**config.mk**
```make
export PLATFORM = sky130hd
export DESIGN_NAME = uwm_uart
export DESIGN_NICKNAME = d
export VERILOG_FILES = /design/src/rtl/uwm_pkg.sv /design/src/rtl/uwm_uart.sv
export SDC_FILE = /design/constraint.sdc
export NUM_CORES = 1
export LEC_CHECK = 0
export BUFFER_PORTS_ARGS = -buffer_cell sky130_fd_sc_hd__buf_4
export CAP_MARGIN = 20
export CORE_MARGIN = 3
export CORE_UTILIZATION = 53
export DETAILED_ROUTE_END_ITERATION = 10
export PLACE_DENSITY = 0.85
export SYNTH_ARGS = -nofsm -noshare
export SYNTH_HDL_FRONTEND = slang
export SYNTH_SLANG_ARGS = --single-unit
```
**constraint.sdc**
```tcl
create_clock -name ref_clk -period 2.5 [get_ports ref_clk]
set_input_delay 0.25 -clock ref_clk [delete_from_list [all_inputs] [get_ports ref_clk]]
set_output_delay 0.25 -clock ref_clk [all_outputs]
set_load 0.01 [all_outputs]
```
**src/rtl/uwm_pkg.sv**
```systemverilog
`default_nettype none
package uwm_pkg;
	localparam int ADDR_W = 8;
	localparam logic [ADDR_W-1:0] ADDR_MODE = 8'h00;
	localparam logic [ADDR_W-1:0] ADDR_STAT = 8'h04;
	localparam logic [ADDR_W-1:0] ADDR_CTL1 = 8'h08;
	localparam logic [ADDR_W-1:0] ADDR_CTL2 = 8'h0c;
	localparam logic [ADDR_W-1:0] ADDR_DATA = 8'h10;
	localparam logic [ADDR_W-1:0] ADDR_BAUD = 8'h14;
	localparam logic [7:0] MODE_RESET = 8'he0;
	localparam logic [7:0] CTL1_RESET = 8'h00;
	localparam logic [7:0] CTL2_RESET = 8'h00;
	localparam logic [7:0] BAUD_RESET = 8'h00;
	localparam logic [7:0] STAT_RESET = 8'h0b;
	localparam logic [2:0] SUBMODE_OFF = 3'h0;
	localparam logic [23:0] RDATA_PAD = 24'h000000;
	// Sub-ticks per bit minus one: 15 in high-speed mode, 63 otherwise
	localparam logic [6:0] SUB_TOP_HIGH = 7'h0f;
	localparam logic [6:0] SUB_TOP_LOW = 7'h3f;
	localparam logic [3:0] LAST_BIT_NINE = 4'h8;
	localparam logic [3:0] LAST_BIT_EIGHT = 4'h7;
	localparam logic [3:0] FIRST_STOP = 4'h0;
	localparam logic [3:0] SECOND_STOP = 4'h1;

	typedef struct packed {
		logic [2:0] submode;
		logic asyncModeSelect;
		logic [1:0] debounce;
		logic syncEnable;
		logic incomplete;
	} uwm_mode_t;

	typedef struct packed {
		logic enable;
		logic nineBit;
		logic parityEn;
		logic parityOdd;
		logic twoStop;
		logic sendBreak;
		logic rxNinth;
		logic txNinth;
	} uwm_ctl1_t;

	typedef struct packed {
		logic txEn;
		logic rxEn;
		logic highSpeed;
		logic addrDetect;
		logic rxWake;
		logic rxIntEn;
		logic idleIntEn;
		logic emptyIntEn;
	} uwm_ctl2_t;

	typedef struct packed {
		logic parityErr;
		logic noise;
		logic framingErr;
		logic overrun;
		logic rxIdle;
		logic rxAvail;
		logic txIdle;
		logic txEmpty;
	} uwm_status_t;

	typedef struct packed {
		logic [8:0] data;
		logic parityErr;
		logic framingErr;
		logic noise;
	} uwm_rx_entry_t;

	typedef enum logic [2:0] {TX_IDLE, TX_START, TX_DATA, TX_PAR, TX_STOP} uwm_tx_state_t;
	typedef enum logic [2:0] {RX_IDLE, RX_START, RX_DATA, RX_PAR, RX_STOP} uwm_rx_state_t;
endpackage
`default_nettype wire

```
**src/rtl/uwm_uart.sv**
```systemverilog
// Implementation choices: the APB slave port and the address map.
`timescale 1ns/100ps
`default_nettype none
module uwm_uart
	import uwm_pkg::*;
#(
	parameter int RX_DEPTH = 2
) (
	input wire logic ref_clk,
	input wire logic reset_n,
	input wire logic psel,
	input wire logic penable,
	input wire logic pwrite,
	input wire logic [ADDR_W-1:0] paddr,
	input wire logic [31:0] pwdata,
	output logic [31:0] prdata,
	output logic pready,
	output logic pslverr,
	input wire logic rxIn,
	output logic txOut,
	output logic txOe,
	input wire logic gpioTxPullup,
	input wire logic gpioRxPullup,
	output logic txPullupEn,
	output logic rxPullupEn,
	output logic serialIrq,
	output logic rxWakeReq,
	output logic [2:0] syncSubmode,
	output logic syncEnable
);
	localparam int PTR_W = (RX_DEPTH > 1) ? $clog2(RX_DEPTH) : 1;
	localparam int CNT_W = $clog2(RX_DEPTH + 1);
	localparam logic [CNT_W-1:0] CNT_FULL = CNT_W'(RX_DEPTH);

	////////////////////////////////////////////////////////////////////////
	function automatic logic [6:0] subTop(input logic highSpeed);
		subTop = highSpeed ? SUB_TOP_HIGH : SUB_TOP_LOW;
	endfunction

	function automatic logic majority3(input logic [2:0] v);
		majority3 = (v[0] & v[1]) | (v[0] & v[2]) | (v[1] & v[2]);
	endfunction

	function automatic logic [PTR_W-1:0] ptrInc(input logic [PTR_W-1:0] p);
		ptrInc = (p == PTR_W'(RX_DEPTH - 1)) ? '0 : p + 1'b1;
	endfunction

	////////////////////////////////////////////////////////////////////////
	uwm_mode_t modeReg, modeNext;
	uwm_ctl1_t ctl1Reg, ctl1Next;
	uwm_ctl2_t ctl2Reg, ctl2Next;
	uwm_status_t statusVal;
	uwm_rx_entry_t rxFifo [RX_DEPTH];
	uwm_rx_entry_t rxHead, pushEntry;
	uwm_tx_state_t txStateReg, txStateNext;
	uwm_rx_state_t rxStateReg, rxStateNext;
	logic [7:0] baudReg, baudNext, preReg, preNext, readValue;
	logic [31:0] prdataReg, prdataNext;
	logic peReg, peNext, nfReg, nfNext, feReg, feNext, oeReg, oeNext;
	logic statSeenReg, statSeenNext, txHoldFullReg, txHoldFullNext;
	logic [8:0] txHoldReg, txHoldNext, txShiftReg, txShiftNext, rxShiftReg, rxShiftNext;
	logic [3:0] txBitReg, txBitNext, rxBitReg, rxBitNext, lastBit;
	logic [6:0] txSubReg, txSubNext, rxSubReg, rxSubNext, top, mid;
	logic txParReg, txParNext, txOutReg, txOutNext;
	logic rxParReg, rxParNext, rxPeReg, rxPeNext, rxNoiseReg, rxNoiseNext, rxPrevReg;
	logic [2:0] rxVoteReg, rxVoteNext;
	logic [PTR_W-1:0] rdPtrReg, rdPtrNext, wrPtrReg, wrPtrNext;
	logic [CNT_W-1:0] rxCntReg, rxCntNext;
	logic setupPhase, accessPhase, mapped, modeSel, active, tick, txBitDone, rxBitDone;
	logic pop, push, pushReq, pushFull, clearErr, bitVal, noisy, addrOk, txDrive;

	assign modeSel = modeReg.asyncModeSelect;
	assign active = modeSel && ctl1Reg.enable;
	assign setupPhase = psel && !penable;
	assign accessPhase = psel && penable;
	// Empty buffer reads zero rather than unwritten storage
	assign rxHead = (rxCntReg != '0) ? rxFifo[rdPtrReg] : '0;
	assign pready = 1'b1;
	assign pslverr = accessPhase && !mapped;
	assign prdata = prdataReg;

	////////////////////////////////////////////////////////////////////////
	// Register read mux; sampled in the setup phase so prdata is a flop
	always_comb begin
		statusVal.parityErr = peReg;
		statusVal.noise = nfReg;
		statusVal.framingErr = feReg;
		statusVal.overrun = oeReg;
		statusVal.rxIdle = (rxStateReg == RX_IDLE);
		statusVal.rxAvail = (rxCntReg != '0);
		statusVal.txIdle = !txHoldFullReg && (txStateReg == TX_IDLE);
		statusVal.txEmpty = !txHoldFullReg;
		readValue = 8'h00;
		mapped = 1'b1;
		case (paddr)
			ADDR_MODE: readValue = modeReg;
			ADDR_STAT: readValue = modeSel ? statusVal : 8'h00;
			ADDR_CTL1: readValue = modeSel ? {ctl1Reg[7:2], rxHead.data[8], 1'b0} : 8'h00;
			ADDR_CTL2: readValue = modeSel ? ctl2Reg : 8'h00;
			ADDR_DATA: readValue = modeSel ? rxHead.data[7:0] : 8'h00;
			ADDR_BAUD: readValue = modeSel ? baudReg : 8'h00;
			default: mapped = 1'b0;
		endcase
	end

	////////////////////////////////////////////////////////////////////////
	always_comb begin
		modeNext = modeReg;
		ctl1Next = ctl1Reg;
		ctl2Next = ctl2Reg;
		baudNext = baudReg;
		prdataNext = prdataReg;
		statSeenNext = statSeenReg;
		txHoldNext = txHoldReg;
		txHoldFullNext = txHoldFullReg;
		txStateNext = txStateReg;
		txShiftNext = txShiftReg;
		txBitNext = txBitReg;
		txSubNext = txSubReg;
		txParNext = txParReg;
		rxStateNext = rxStateReg;
		rxShiftNext = rxShiftReg;
		rxBitNext = rxBitReg;
		rxSubNext = rxSubReg;
		rxParNext = rxParReg;
		rxPeNext = rxPeReg;
		rxNoiseNext = rxNoiseReg;
		rxVoteNext = rxVoteReg;
		pop = 1'b0;
		pushReq = 1'b0;
		clearErr = 1'b0;
		top = subTop(ctl2Reg.highSpeed);
		mid = top >> 1;
		lastBit = ctl1Reg.nineBit ? LAST_BIT_NINE : LAST_BIT_EIGHT;
		if (setupPhase) begin
			prdataNext = {RDATA_PAD, readValue};
		end
		// Bus side effects land only at the access edge
		if (accessPhase && pwrite) begin
			if (paddr == ADDR_MODE) begin
				modeNext = pwdata[7:0];
			end
			if (modeSel && paddr == ADDR_CTL1) begin
				ctl1Next = pwdata[7:0];
				ctl1Next.rxNinth = 1'b0;
			end
			if (modeSel && paddr == ADDR_CTL2) begin
				ctl2Next = pwdata[7:0];
			end
			if (modeSel && paddr == ADDR_BAUD) begin
				baudNext = pwdata[7:0];
			end
			if (modeSel && paddr == ADDR_DATA) begin
				statSeenNext = 1'b0;
				// A write while the holding slot is full is dropped
				if (active && !txHoldFullReg) begin
					txHoldNext = {ctl1Reg.txNinth, pwdata[7:0]};
					txHoldFullNext = 1'b1;
				end
			end
		end
		if (accessPhase && !pwrite && modeSel) begin
			if (paddr == ADDR_STAT) begin
				statSeenNext = 1'b1;
			end
			if (paddr == ADDR_DATA) begin
				pop = (rxCntReg != '0);
				clearErr = statSeenReg;
				statSeenNext = 1'b0;
			end
		end
		// Shared prescaler: one tick every divisor plus one clocks
		tick = (preReg == baudReg);
		preNext = tick ? 8'h00 : preReg + 8'h01;
		txBitDone = tick && (txSubReg == top);
		rxBitDone = tick && (rxSubReg == top);
		if (tick) begin
			txSubNext = txBitDone ? 7'h00 : txSubReg + 7'h01;
			rxSubNext = rxBitDone ? 7'h00 : rxSubReg + 7'h01;
		end
		unique case (txStateReg)
			TX_IDLE: begin
				txSubNext = 7'h00;
				if (ctl2Reg.txEn && txHoldFullReg) begin
					txShiftNext = txHoldReg;
					txParNext = ^(ctl1Reg.nineBit ? txHoldReg : {1'b0, txHoldReg[7:0]})
						^ ctl1Reg.parityOdd;
					txHoldFullNext = 1'b0;
					txBitNext = 4'h0;
					txStateNext = TX_START;
				end
			end
			TX_START: if (txBitDone) begin
				txStateNext = TX_DATA;
			end
			TX_DATA: if (txBitDone) begin
				txShiftNext = txShiftReg >> 1;
				txBitNext = txBitReg + 4'h1;
				if (txBitReg == lastBit) begin
					txBitNext = FIRST_STOP;
					txStateNext = ctl1Reg.parityEn ? TX_PAR : TX_STOP;
				end
			end
			TX_PAR: if (txBitDone) begin
				txStateNext = TX_STOP;
			end
			TX_STOP: if (txBitDone) begin
				if (ctl1Reg.twoStop && txBitReg == FIRST_STOP) begin
					txBitNext = SECOND_STOP;
				end else begin
					txStateNext = TX_IDLE;
				end
			end
		endcase
		// Three votes around mid-bit; disagreement counts as noise
		if (tick && (rxSubReg == mid - 7'h01 || rxSubReg == mid || rxSubReg == mid + 7'h01)) begin
			rxVoteNext = {rxVoteReg[1:0], rxIn};
		end
		bitVal = majority3(rxVoteReg);
		noisy = (|rxVoteReg) && !(&rxVoteReg);
		if (rxBitDone) begin
			rxNoiseNext = rxNoiseReg | noisy;
		end
		unique case (rxStateReg)
			RX_IDLE: begin
				rxSubNext = 7'h00;
				if (ctl2Reg.rxEn && rxPrevReg && !rxIn) begin
					rxStateNext = RX_START;
					rxNoiseNext = 1'b0;
					rxParNext = 1'b0;
					rxPeNext = 1'b0;
					rxShiftNext = 9'h000;
					rxBitNext = 4'h0;
				end
			end
			RX_START: if (rxBitDone) begin
				// A high start sample is a glitch, not a frame
				rxStateNext = bitVal ? RX_IDLE : RX_DATA;
			end
			RX_DATA: if (rxBitDone) begin
				rxShiftNext[rxBitReg] = bitVal;
				rxParNext = rxParReg ^ bitVal;
				rxBitNext = rxBitReg + 4'h1;
				if (rxBitReg == lastBit) begin
					rxStateNext = ctl1Reg.parityEn ? RX_PAR : RX_STOP;
				end
			end
			RX_PAR: if (rxBitDone) begin
				rxPeNext = (rxParReg ^ bitVal) != ctl1Reg.parityOdd;
				rxStateNext = RX_STOP;
			end
			RX_STOP: if (rxBitDone) begin
				pushReq = 1'b1;
				rxStateNext = RX_IDLE;
			end
		endcase
		pushEntry.data = rxShiftReg;
		pushEntry.parityErr = rxPeReg;
		pushEntry.framingErr = !bitVal;
		pushEntry.noise = rxNoiseReg | noisy;
		addrOk = !ctl2Reg.addrDetect || (ctl1Reg.nineBit ? rxShiftReg[8] : rxShiftReg[7]);
		pushFull = pushReq && addrOk && (rxCntReg == CNT_FULL) && !pop;
		push = pushReq && addrOk && !pushFull;
		rdPtrNext = pop ? ptrInc(rdPtrReg) : rdPtrReg;
		wrPtrNext = push ? ptrInc(wrPtrReg) : wrPtrReg;
		rxCntNext = rxCntReg + CNT_W'(push) - CNT_W'(pop);
		// New errors win over a clearing read in the same cycle
		peNext = (push && pushEntry.parityErr) || (peReg && !clearErr);
		feNext = (push && pushEntry.framingErr) || (feReg && !clearErr);
		nfNext = (push && pushEntry.noise) || (nfReg && !clearErr);
		oeNext = pushFull || (oeReg && !clearErr);
		if (!active) begin
			preNext = 8'h00;
			txHoldFullNext = 1'b0;
			txStateNext = TX_IDLE;
			rxStateNext = RX_IDLE;
			txSubNext = 7'h00;
			rxSubNext = 7'h00;
			rdPtrNext = '0;
			wrPtrNext = '0;
			rxCntNext = '0;
			peNext = 1'b0;
			feNext = 1'b0;
			nfNext = 1'b0;
			oeNext = 1'b0;
			statSeenNext = 1'b0;
		end
		if (!ctl1Reg.enable) begin
			ctl2Next.txEn = 1'b0;
			ctl2Next.rxEn = 1'b0;
			ctl1Next.sendBreak = 1'b0;
		end
		txOutNext = 1'b1;
		unique case (txStateNext)
			TX_IDLE: txOutNext = !ctl1Reg.sendBreak;
			TX_START: txOutNext = 1'b0;
			TX_DATA: txOutNext = txShiftNext[0];
			TX_PAR: txOutNext = txParNext;
			TX_STOP: txOutNext = 1'b1;
		endcase
	end

	////////////////////////////////////////////////////////////////////////
	always_ff @(posedge ref_clk or negedge reset_n) begin
		if (!reset_n) begin
			modeReg <= MODE_RESET;
			ctl1Reg <= CTL1_RESET;
			ctl2Reg <= CTL2_RESET;
			baudReg <= BAUD_RESET;
			prdataReg <= 32'h00000000;
			preReg <= 8'h00;
			peReg <= 1'b0;
			nfReg <= 1'b0;
			feReg <= 1'b0;
			oeReg <= 1'b0;
			statSeenReg <= 1'b0;
			txHoldReg <= 9'h000;
			txHoldFullReg <= 1'b0;
			txStateReg <= TX_IDLE;
			txShiftReg <= 9'h000;
			txBitReg <= 4'h0;
			txSubReg <= 7'h00;
			txParReg <= 1'b0;
			txOutReg <= 1'b1;
			rxStateReg <= RX_IDLE;
			rxShiftReg <= 9'h000;
			rxBitReg <= 4'h0;
			rxSubReg <= 7'h00;
			rxParReg <= 1'b0;
			rxPeReg <= 1'b0;
			rxNoiseReg <= 1'b0;
			rxVoteReg <= 3'h7;
			rxPrevReg <= 1'b1;
			rdPtrReg <= '0;
			wrPtrReg <= '0;
			rxCntReg <= '0;
		end else begin
			modeReg <= modeNext;
			ctl1Reg <= ctl1Next;
			ctl2Reg <= ctl2Next;
			baudReg <= baudNext;
			prdataReg <= prdataNext;
			preReg <= preNext;
			peReg <= peNext;
			nfReg <= nfNext;
			feReg <= feNext;
			oeReg <= oeNext;
			statSeenReg <= statSeenNext;
			txHoldReg <= txHoldNext;
			txHoldFullReg <= txHoldFullNext;
			txStateReg <= txStateNext;
			txShiftReg <= txShiftNext;
			txBitReg <= txBitNext;
			txSubReg <= txSubNext;
			txParReg <= txParNext;
			txOutReg <= txOutNext;
			rxStateReg <= rxStateNext;
			rxShiftReg <= rxShiftNext;
			rxBitReg <= rxBitNext;
			rxSubReg <= rxSubNext;
			rxParReg <= rxParNext;
			rxPeReg <= rxPeNext;
			rxNoiseReg <= rxNoiseNext;
			rxVoteReg <= rxVoteNext;
			rxPrevReg <= rxIn;
			rdPtrReg <= rdPtrNext;
			wrPtrReg <= wrPtrNext;
			rxCntReg <= rxCntNext;
		end
	end

	// Buffer storage is not reset; the count alone says what is valid
	always_ff @(posedge ref_clk) begin
		if (push) begin
			rxFifo[wrPtrReg] <= pushEntry;
		end
	end

	////////////////////////////////////////////////////////////////////////
	assign txDrive = active && ctl2Reg.txEn;
	assign txOe = txDrive;
	assign txOut = txOutReg;
	assign txPullupEn = !txDrive && gpioTxPullup;
	assign rxPullupEn = gpioRxPullup;
	assign rxWakeReq = active && ctl2Reg.rxEn && ctl2Reg.rxWake && !rxIn;
	assign syncSubmode = modeSel ? SUBMODE_OFF : modeReg.submode;
	assign syncEnable = !modeSel && modeReg.syncEnable;
	// One request line from the receive, overrun, idle and empty sources, held low unless active
	assign serialIrq = active && ((ctl2Reg.rxIntEn && (statusVal.rxAvail || oeReg))
		|| (ctl2Reg.idleIntEn && statusVal.txIdle)
		|| (ctl2Reg.emptyIntEn && statusVal.txEmpty));
endmodule
`default_nettype wire

```
# == Word level (Yosys, flattened, before mapping) ==
# Memories as Yosys holds them, arrays and structs flattened.
# Cells that the tools add are included.
# totals
regBits,121
mem_bits_rw,24
input_bits,48
out_inout_bits,44
wordCells,319
memories,1
# memory_table
memory,words,word_bits,rd,rd_ports_with_merged_regs,wr,line,source
rxFifo,2,12,1,0,1,uwm_uart.sv:53,uwm_rx_entry_t rxFifo [RX_DEPTH];
# classes
addsub,11
order_cmp,2
n_eq_ne,47
muxes,108
bitwise_logic,8
n_reduce_logical,93
# op_table
cell,count
$mux 8,9
$mux 3,19
$mux 7,8
$pmux 8 s6,1
$mux 9,5
$logic_and 1x1->1,43
$mux 1,42
$pmux 9 s2,2
$mux 4,8
$pmux 3 s5,2
$eq 7x6->1,3
$eq 3x2->1 const B,6
$eq 8x4->1 const B,2
$eq 8x5->1 const B,2
$ne 3x3->1 const B,5
$reduce_and 3->1,5
$add 7x1->7 const B,2
$logic_not 1->1,14
$ne 2x1->1 const B,7
$mux 12,1
$pmux 4 s3,1
$reduce_and 2->1,6
$logic_or 1x1->1,10
$ne 2x2->1 const B,5
other kinds (40),61

# == Longest topological paths before layout ==
# Gate-level depths: netlist of the first run.
# depth
word_depth,13
ltp_mapped,13
ltp_nobuf,12

# == Least setup slack after synthesis of the first run ==
# Ideal clock, no wire load.
# synth_path
path_kind,register to register
startpoint,register rxSubReg[4]
endpoint,register rxCntReg[1]
setup_time_ns,0.132
arrival_time_ns,2.593
required_time_ns,2.368
slack_ns,-0.225
path_stages_with_launch,14
n_path_buf,2
synth_period_minus_slack_ns,2.725
cell_sequence,dfrtp_1 buf_2 or3b_1 a211oi_2 nand3_2 a211oi_1 nand2b_1 clkbuf_1 ha_1 inv_1 ha_1 xor2_1 xnor2_1 nor2_1
# synth_via
elab_chain_cells,12
# synth_rtl
element,line,source
start: declaration,uwm_uart.sv:63,"logic [6:0] txSubReg, txSubNext, rxSubReg, rxSubNext, top, mid;"
start signal: assignment,uwm_uart.sv:360,rxSubReg <= rxSubNext;
$eq 7x6->1 *,uwm_uart.sv:176,rxBitDone = tick && (rxSubReg == top);
$logic_and 1x1->1 *,uwm_uart.sv:176,
$mux 1 *,uwm_uart.sv:252,RX_STOP: if (rxBitDone) begin
$mux 1 *,uwm_uart.sv:224,unique case (rxStateReg)
$logic_and 1x1->1 *,"uwm_uart.sv:262, uwm_uart.sv:263",
$logic_and 1x1->1 (2 in a row),uwm_uart.sv:262,pushFull = pushReq && addrOk && (rxCntReg == CNT_FULL) && !pop;
$logic_not 1->1,uwm_uart.sv:263,push = pushReq && addrOk && !pushFull;
$logic_and 1x1->1 *,uwm_uart.sv:263,
$add 2x1->2 *,uwm_uart.sv:266,rxCntNext = rxCntReg + CNT_W'(push) - CNT_W'(pop);
$sub 2x1->2 *,uwm_uart.sv:266,
$mux 2 *,uwm_uart.sv:272,if (!active) begin
via rxCntNext[1],uwm_uart.sv:68,"logic [CNT_W-1:0] rxCntReg, rxCntNext;"
end signal: assignment,uwm_uart.sv:368,rxCntReg <= rxCntNext;
end: declaration,uwm_uart.sv:68,
# The timed path passes the listed nets; every way through them passes the cells marked *.
# A chain may end at the register's enable or synchronous reset.

# == Final worst setup path of the first run ==
# layout_path
startpoint,register ctl2Reg[5] in the netlist's numbering
endpoint,register rxCntReg[1]
# layout_via
elab_chain_cells,13
# layout_rtl
element,line,source
start: declaration,uwm_uart.sv:51,"uwm_ctl2_t ctl2Reg, ctl2Next;"
start signal: assignment,uwm_uart.sv:340,ctl2Reg <= ctl2Next;
$mux 6 *,uwm_uart.sv:37,subTop = highSpeed ? SUB_TOP_HIGH : SUB_TOP_LOW;
$eq 7x6->1 *,uwm_uart.sv:176,
$logic_and 1x1->1 *,uwm_uart.sv:176,
$mux 1 *,uwm_uart.sv:252,
$mux 1 *,uwm_uart.sv:224,
$logic_and 1x1->1 *,"uwm_uart.sv:262, uwm_uart.sv:263",
$logic_and 1x1->1 (2 in a row),uwm_uart.sv:262,
$logic_not 1->1,uwm_uart.sv:263,
$logic_and 1x1->1 *,uwm_uart.sv:263,
$add 2x1->2 *,uwm_uart.sv:266,
$sub 2x1->2 *,uwm_uart.sv:266,
$mux 2 *,uwm_uart.sv:272,
via rxCntNext[1],uwm_uart.sv:68,
# Marks and branches as above.

==> impl_metrics.py, run 1 <==
metrics = {
    "status": {
        "status": "finished with violations",
        "violations": "design-rule violations, negative setup slack",
    },
    "setup_path": {
        "r2r_end": "rxCntReg[1]",
        "worstSetupEndpointType": "flip-flop",
        "cp_data_arrival_time_ns": 3.12,
        "r2r_slack_ns": -0.32,
        "path_class": "reg -> reg",
        "cp-start-kind": "flip-flop",
        "r2r_start": "ctl2Reg[5]",
        "worstPathRequired_ns": 2.80,
        "rr_worst_depth": 11,
        "worstPathMaxFanout": 4,
    },
    "clock_network": {
        "cts_tree": "yes",
        "cts_buffer_depth": 2,
        "clk_pin_slew_ns": 0.06,
        "htree_levels": 4,
        "root_buffer": "clkbuf_16",
        "clock_sinks": 139,
        "clk_latency_ns": 0.43,
        "cts_buffers": 17,
    },
    "yosys": {
        "ys_ff_latch": 139,
        "synthFlopType": "dfrtp_1",
        "synthDistinctLibCells": 80,
        "synth.largest_area_cell": "dfrtp_1",
        "synth.area.top_cells": "dfrtp_1, edfxtp_1, mux2_2",
        "syn_area_um2": 7390,
        "syn_inst": 711,
        "avgSynthCellArea_um2": 10.4,
        "synthArstFlopShare_pct": 87.1,
        "yosysSeqAreaShare_pct": 48.4,
        "synth_top_area_share_pct": 38.2,
        "yosysWarnings": 0,
        "synth_edf_count": 18,
    },
    "placement": {
        "pre_cts_ws_ns": -0.103,
        "place_congestion": 0.905,
        "place.port_buffers": 40,
        "dp.cells": 931,
        "dp_hpwl_um": 13500,
        "dpl-instance-area_um2": 8000,
    },
    "global_routing": {
        "grt_remaining_overflow": 0,
        "grt_pass1_vias": 6279,
        "grt_start_max_net_pins": 50,
        "grt_pass1_wl_um": 33200,
        "antenna_found_initial": 0,
        "grt_usage_pct": 28.2,
    },
    "power_and_ir_drop": {
        "total_power_mw": 4.88,
        "power.density_nw_per_um2": 552,
        "p_leak_nw": 3.90,
        "ir_worst_vdd_mv": 0.345,
    },
    "cells_and_area": {
        "fin_util_pct": 65.7,
        "layout_commonest_cell": "dfrtp_1",
        "fin_nets": 853,
        "fin_area_um2": 8840,
        "post_route_cells_drive_above_1_share_pct": 26.1,
        "instances_no_fill": 981,
        "area_delta_synth_final_pct": 19.5,
        "layout_common_cells": "dfrtp_1, buf_4, nand2_1, nor2_1, mux2_2",
        "n_antenna_cell": 0,
    },
    "drt": {
        "drc_errors": 1,
        "vias_per_cell": 6.39,
        "antenna_left": 0,
        "wl_um": 21400,
        "dr.first_iter.drc_count": 705,
        "wl_per_cell_um": 21.8,
        "vias": 6271,
        "firstDrtPassIters": 8,
    },
    "worst_hold_path": {
        "hp-start": "pwdata[7]",
        "hold_depth": 2,
        "worstHoldPathType": "in -> reg",
        "min_to": "modeReg[7]",
    },
    "sta": {
        "finalSetupViolations": 21,
        "final.setup.tns_ns": -1.50,
        "setup_ws_ns": -0.316,
        "clock_skew_ns": 0.00833,
        "final.period_utilization_pct": 113,
        "report.final.hold_viol_count": 0,
        "period_needed_ns": 2.82,
        "max_freq_mhz": 355,
        "rsz0062_at_grt": "true",
        "tightest_slew_ns": 0.676,
        "whs_ns": 0.121,
        "relSlewSlack_pct": 53.8,
        "slew_violations": 0,
    },
    "floorplan": {
        "die_area_um2": 15400,
        "rows": 42,
        "io_pins": 92,
        "die_h_um": 124,
        "die_w_um": 124,
        "core-area_um2": 13500,
        "initial_core_util_pct": 55.0,
    },
    "job": {
        "drv_cap": 0,
    },
}
what timing repair did:
item,in CTS,in global routing
setup buffers,10,7
setup endpoints to repair,2,35
endpoints found under the hold margin,41,0
hold buffers,2,0
resized for setup,1,31
gates cloned,0,2
pin swaps,7,13
critical path: stages (launching register included):
cell and delay (ns):
dfrtp_1 0.38, or3b_4 0.41, a211oi_4 0.28, nand3_2 0.17
a211oi_4 0.33, nand2b_1 0.19, ha_4 0.31, inv_2 0.04
ha_4 0.15, xor2_2 0.14, xnor2_1 0.20, nor2_1 0.09
where the power goes:
group | internal, mW | switching, mW | leakage (nW)
clock | 1.42 | 1.02 | 0.276
combinational | 0.0440 | 0.104 | 1.95
sequential | 2.29 | 0.00353 | 1.68
total | 3.76 | 1.12 | 3.90
registers in the layout, indices dropped and copies added, names as in the netlist, 2 cells and up:
name	flops
ctl1Reg	7
rxStateReg	3
txSubReg	7
preReg	8
baudReg	8
rxFifo	18
rxCntReg	2
txStateReg	3
modeReg	7
ctl2Reg	8
prdata	8
txShiftReg	9
txBitReg	4
txHoldReg	9
rxBitReg	4
rxShiftReg	9
rxSubReg	7
rxVoteReg	3
logic make-up (layout without fill, tap and decap cells):
family | Yosys count | in the layout | synth area share, %
AND/OR/NAND/NOR | 267 | 267 | 19.3
flip-flops | 139 | 139 | 48.4
AO/OA/AOI/OAI | 127 | 127 | 12.1
buffers and inverters | 68 | 139 | 4.91
multiplexers | 58 | 58 | 8.54
XOR/XNOR | 35 | 35 | 4.15
adder cells (fa/ha/maj) | 15 | 15 | 2.49
other | 2 | 25 | 0.102
layer usage:
| layer | part of all wire (%) | track usage [%] |
|---|---|---|
| met3 | 9.3 | 6.90 |
| met1 | 37 | 34.6 |
| met2 | 48 | 45.4 |
| met5 | 0 | 0 |
| met4 | 5.7 | 16.5 |
cells in the mapped netlist (7+ instances only):
library cell,n
mux2_2,41
a221o_1,7
nor2_1,61
buf_4,26
ha_1,13
nand2b_1,12
mux2i_1,17
nand3_1,36
nor3_1,10
and3_1,19
a21oi_1,35
xnor2_1,14
o21ai_0,25
nand2_1,60
dfstp_2,8
xor2_1,21
inv_1,12
clkbuf_1,26
nand3b_1,7
or3_1,9
nor2b_1,14
dfrtp_1,113
edfxtp_1,18
how the worst max path moves through the flow:
stage	startpoint	slack, ns	cells past startpoint	end
2_1_floorplan	rxSubReg[4]	-0.11	13	rxCntReg[1]
3_3_place_gp	rxSubReg[5]	0.03	11	rxCntReg[1]
3_5_place_dp	rxSubReg[5]	-0.10	11	rxCntReg[1]
4_1_cts	rxSubReg[4]	-0.13	11	rxCntReg[1]
5_1_grt	ctl2Reg[5]	-0.43	11	rxCntReg[1]
6_report	ctl2Reg[5]	-0.32	11	rxCntReg[1]
cell type report:
class | instances | area, um2
inverter | 12 | 45.0
fill | 923 | 4610
sequential | 139 | 3580
clock buffer | 19 | 453
multi-input combinational | 527 | 3660
timing repair buffer | 95 | 768
clock inverter | 13 | 118
tap | 176 | 220
Note: power is estimated with default switching activity, not from simulation.
==> run 2: changes to the inputs <==
--- a/config.mk
+++ b/config.mk
@@ -11,6 +11,7 @@
 export CORE_UTILIZATION = 53
 export DETAILED_ROUTE_END_ITERATION = 10
 export PLACE_DENSITY = 0.85
+export SKIP_CTS_REPAIR_TIMING = 1
 export SYNTH_ARGS = -nofsm -noshare
 export SYNTH_HDL_FRONTEND = slang
 export SYNTH_SLANG_ARGS = --single-unit
==> impl_metrics.py, run 2 (same netlist as run 1, synthesis figures left out) <==
metrics = {
    "floorplan": {
        "io_pins": 92,
        "die_area_um2": 15400,
        "initial_core_util_pct": 55.0,
        "rows": 42,
        "die_w_um": 124,
        "core-area_um2": 13500,
        "die_h_um": 124,
    },
    "cells_and_area": {
        "area_delta_synth_final_pct": 18.2,
        "layout_common_cells": "dfrtp_1, buf_4, nand2_1, nor2_1, mux2_2",
        "fin_area_um2": 8740,
        "instances_no_fill": 973,
        "fin_nets": 845,
        "regArea_um2": 3580,
        "fillers": 945,
        "post_route_cells_drive_above_1_share_pct": 25.2,
        "fin_util_pct": 65.0,
        "largest_register_ffs": 18,
        "multi_input_area_um2": 3640,
        "layout_commonest_cell": "dfrtp_1",
        "top_register": "rxFifo",
        "n_antenna_cell": 0,
    },
    "clock_network": {
        "cts_buffers": 17,
        "clk_latency_ns": 0.43,
        "cts_tree": "yes",
        "root_buffer": "clkbuf_16",
        "clk_pin_slew_ns": 0.06,
        "cts_buffer_depth": 2,
        "htree_levels": 4,
        "clock_sinks": 139,
    },
    "sta": {
        "final.setup.tns_ns": -0.151,
        "report.final.hold_viol_count": 0,
        "finalSetupViolations": 1,
        "period_needed_ns": 2.65,
        "final.period_utilization_pct": 106,
        "rsz0062_at_grt": "true",
        "tightest_slew_ns": 0.710,
        "relSlewSlack_pct": 52.3,
        "clock_skew_ns": 0.0101,
        "whs_ns": 0.116,
        "setup_ws_ns": -0.151,
        "max_freq_mhz": 377,
        "slew_violations": 0,
    },
    "drt": {
        "wl_um": 20700,
        "wl_per_cell_um": 21.3,
        "drc_errors": 0,
        "antenna_left": 0,
        "vias_per_cell": 6.38,
        "dr.first_iter.drc_count": 662,
        "vias": 6211,
        "firstDrtPassIters": 6,
    },
    "global_routing": {
        "grt_start_max_net_pins": 50,
        "grt_remaining_overflow": 0,
        "grt_pass1_wl_um": 32200,
        "antenna_found_initial": 0,
        "grt_pass1_vias": 6155,
        "grt_usage_pct": 27.4,
    },
    "status": {
        "status": "finished with violations",
        "violations": "negative setup slack",
    },
    "power_and_ir_drop": {
        "power.density_nw_per_um2": 558,
        "ir_worst_vdd_mv": 0.346,
        "p_leak_nw": 3.86,
    },
    "setup_path": {
        "critPathSlowestCell": "or3b_4",
        "path_cells": "or3b_4, a211oi_4, nand3_2, a211oi_2, nand2b_1, ha_4, inv_2, ha_4, xor2_2, xnor2_1, nor2_1",
        "worstSetupEndpointType": "flip-flop",
        "path_class": "reg -> reg",
        "cp_data_arrival_time_ns": 2.99,
        "cp-start-kind": "flip-flop",
        "cpPeakStageDelay_ns": 0.41,
        "worstPathMaxFanout": 2,
        "cpMostUsedCell": "ha_4",
        "worstPathRequired_ns": 2.84,
    },
    "placement": {
        "place_congestion": 0.905,
        "dp_hpwl_um": 13500,
        "place.port_buffers": 40,
        "dp.cells": 931,
        "dpl-instance-area_um2": 8000,
    },
    "worst_hold_path": {
        "worstHoldPathType": "in -> reg",
    },
    "job": {
        "drv_cap": 0,
    },
}
-- run 2: cell count changes in the layout (fill, tap and decap cells not counted), sizes merged --
cell  change
buf       -8
-- run 2: critical path: cells and delay by family, from the launching register on --
| family | cells | cell delay, ns |
|---|---|---|
| XOR/XNOR | 2 | 0.27 |
| buffers and inverters | 1 | 0.04 |
| AND/OR/NAND/NOR | 4 | 0.89 |
| flip-flops | 1 | 0.38 |
| adder cells (fa/ha/maj) | 2 | 0.45 |
| AO/OA/AOI/OAI | 2 | 0.55 |
-- run 2: cell type report --
cell class	count	area share, %
clock buffers	19	5.18
flip-flops and latches	139	40.9
well taps	176	2.52
clock inverters	13	1.35
repair buffers	87	7.84
multi-input cells	527	41.7
inverters	12	0.515
-- run 2: power by group --
group          switching [mW]  internal, mW  leakage (nW)  total [mW]
sequential            0.00344          2.29          1.68        2.29
clock                    1.01          1.42         0.276        2.44
combinational           0.103        0.0440          1.90       0.147
total                    1.12          3.76          3.86        4.88
-- run 2: worst paths after layout --
check                                     to  slack, ns  cells past startpoint          start
worst max-delay path             rxCntReg[1]      -0.15                     11    rxSubReg[4]
worst min-delay path              modeReg[0]       0.12                      2      pwdata[0]
worst max register to register   rxCntReg[1]      -0.15                     11    rxSubReg[4]
worst min register to register  rxFifo[1][6]       0.49                      0  rxShiftReg[3]
max in group asynchronous        rxCntReg[1]       1.24                      3        reset_n
min in group asynchronous        txSubReg[5]       0.39                      2        reset_n
-- run 2: per-stage QoR --
step                worst slack (ns)  total power [mW]
CTS                           -0.214              4.87
global route                  -0.270              4.99
global placement              0.0293              2.47
finish                        -0.151              4.88
floorplan                     -0.109              2.40
detailed placement            -0.103              2.48
-- run 2: layer usage --
metal / vias to the layer above / wire [um] / global-route usage [%]
met4: 0 / 1070 / 14.4
met1: 3025 / 7860 / 33.8
met2: 419 / 10000 / 44.4
met3: 107 / 1780 / 6.86
met5: - / 0 / 0
li1: 2660 / - / -
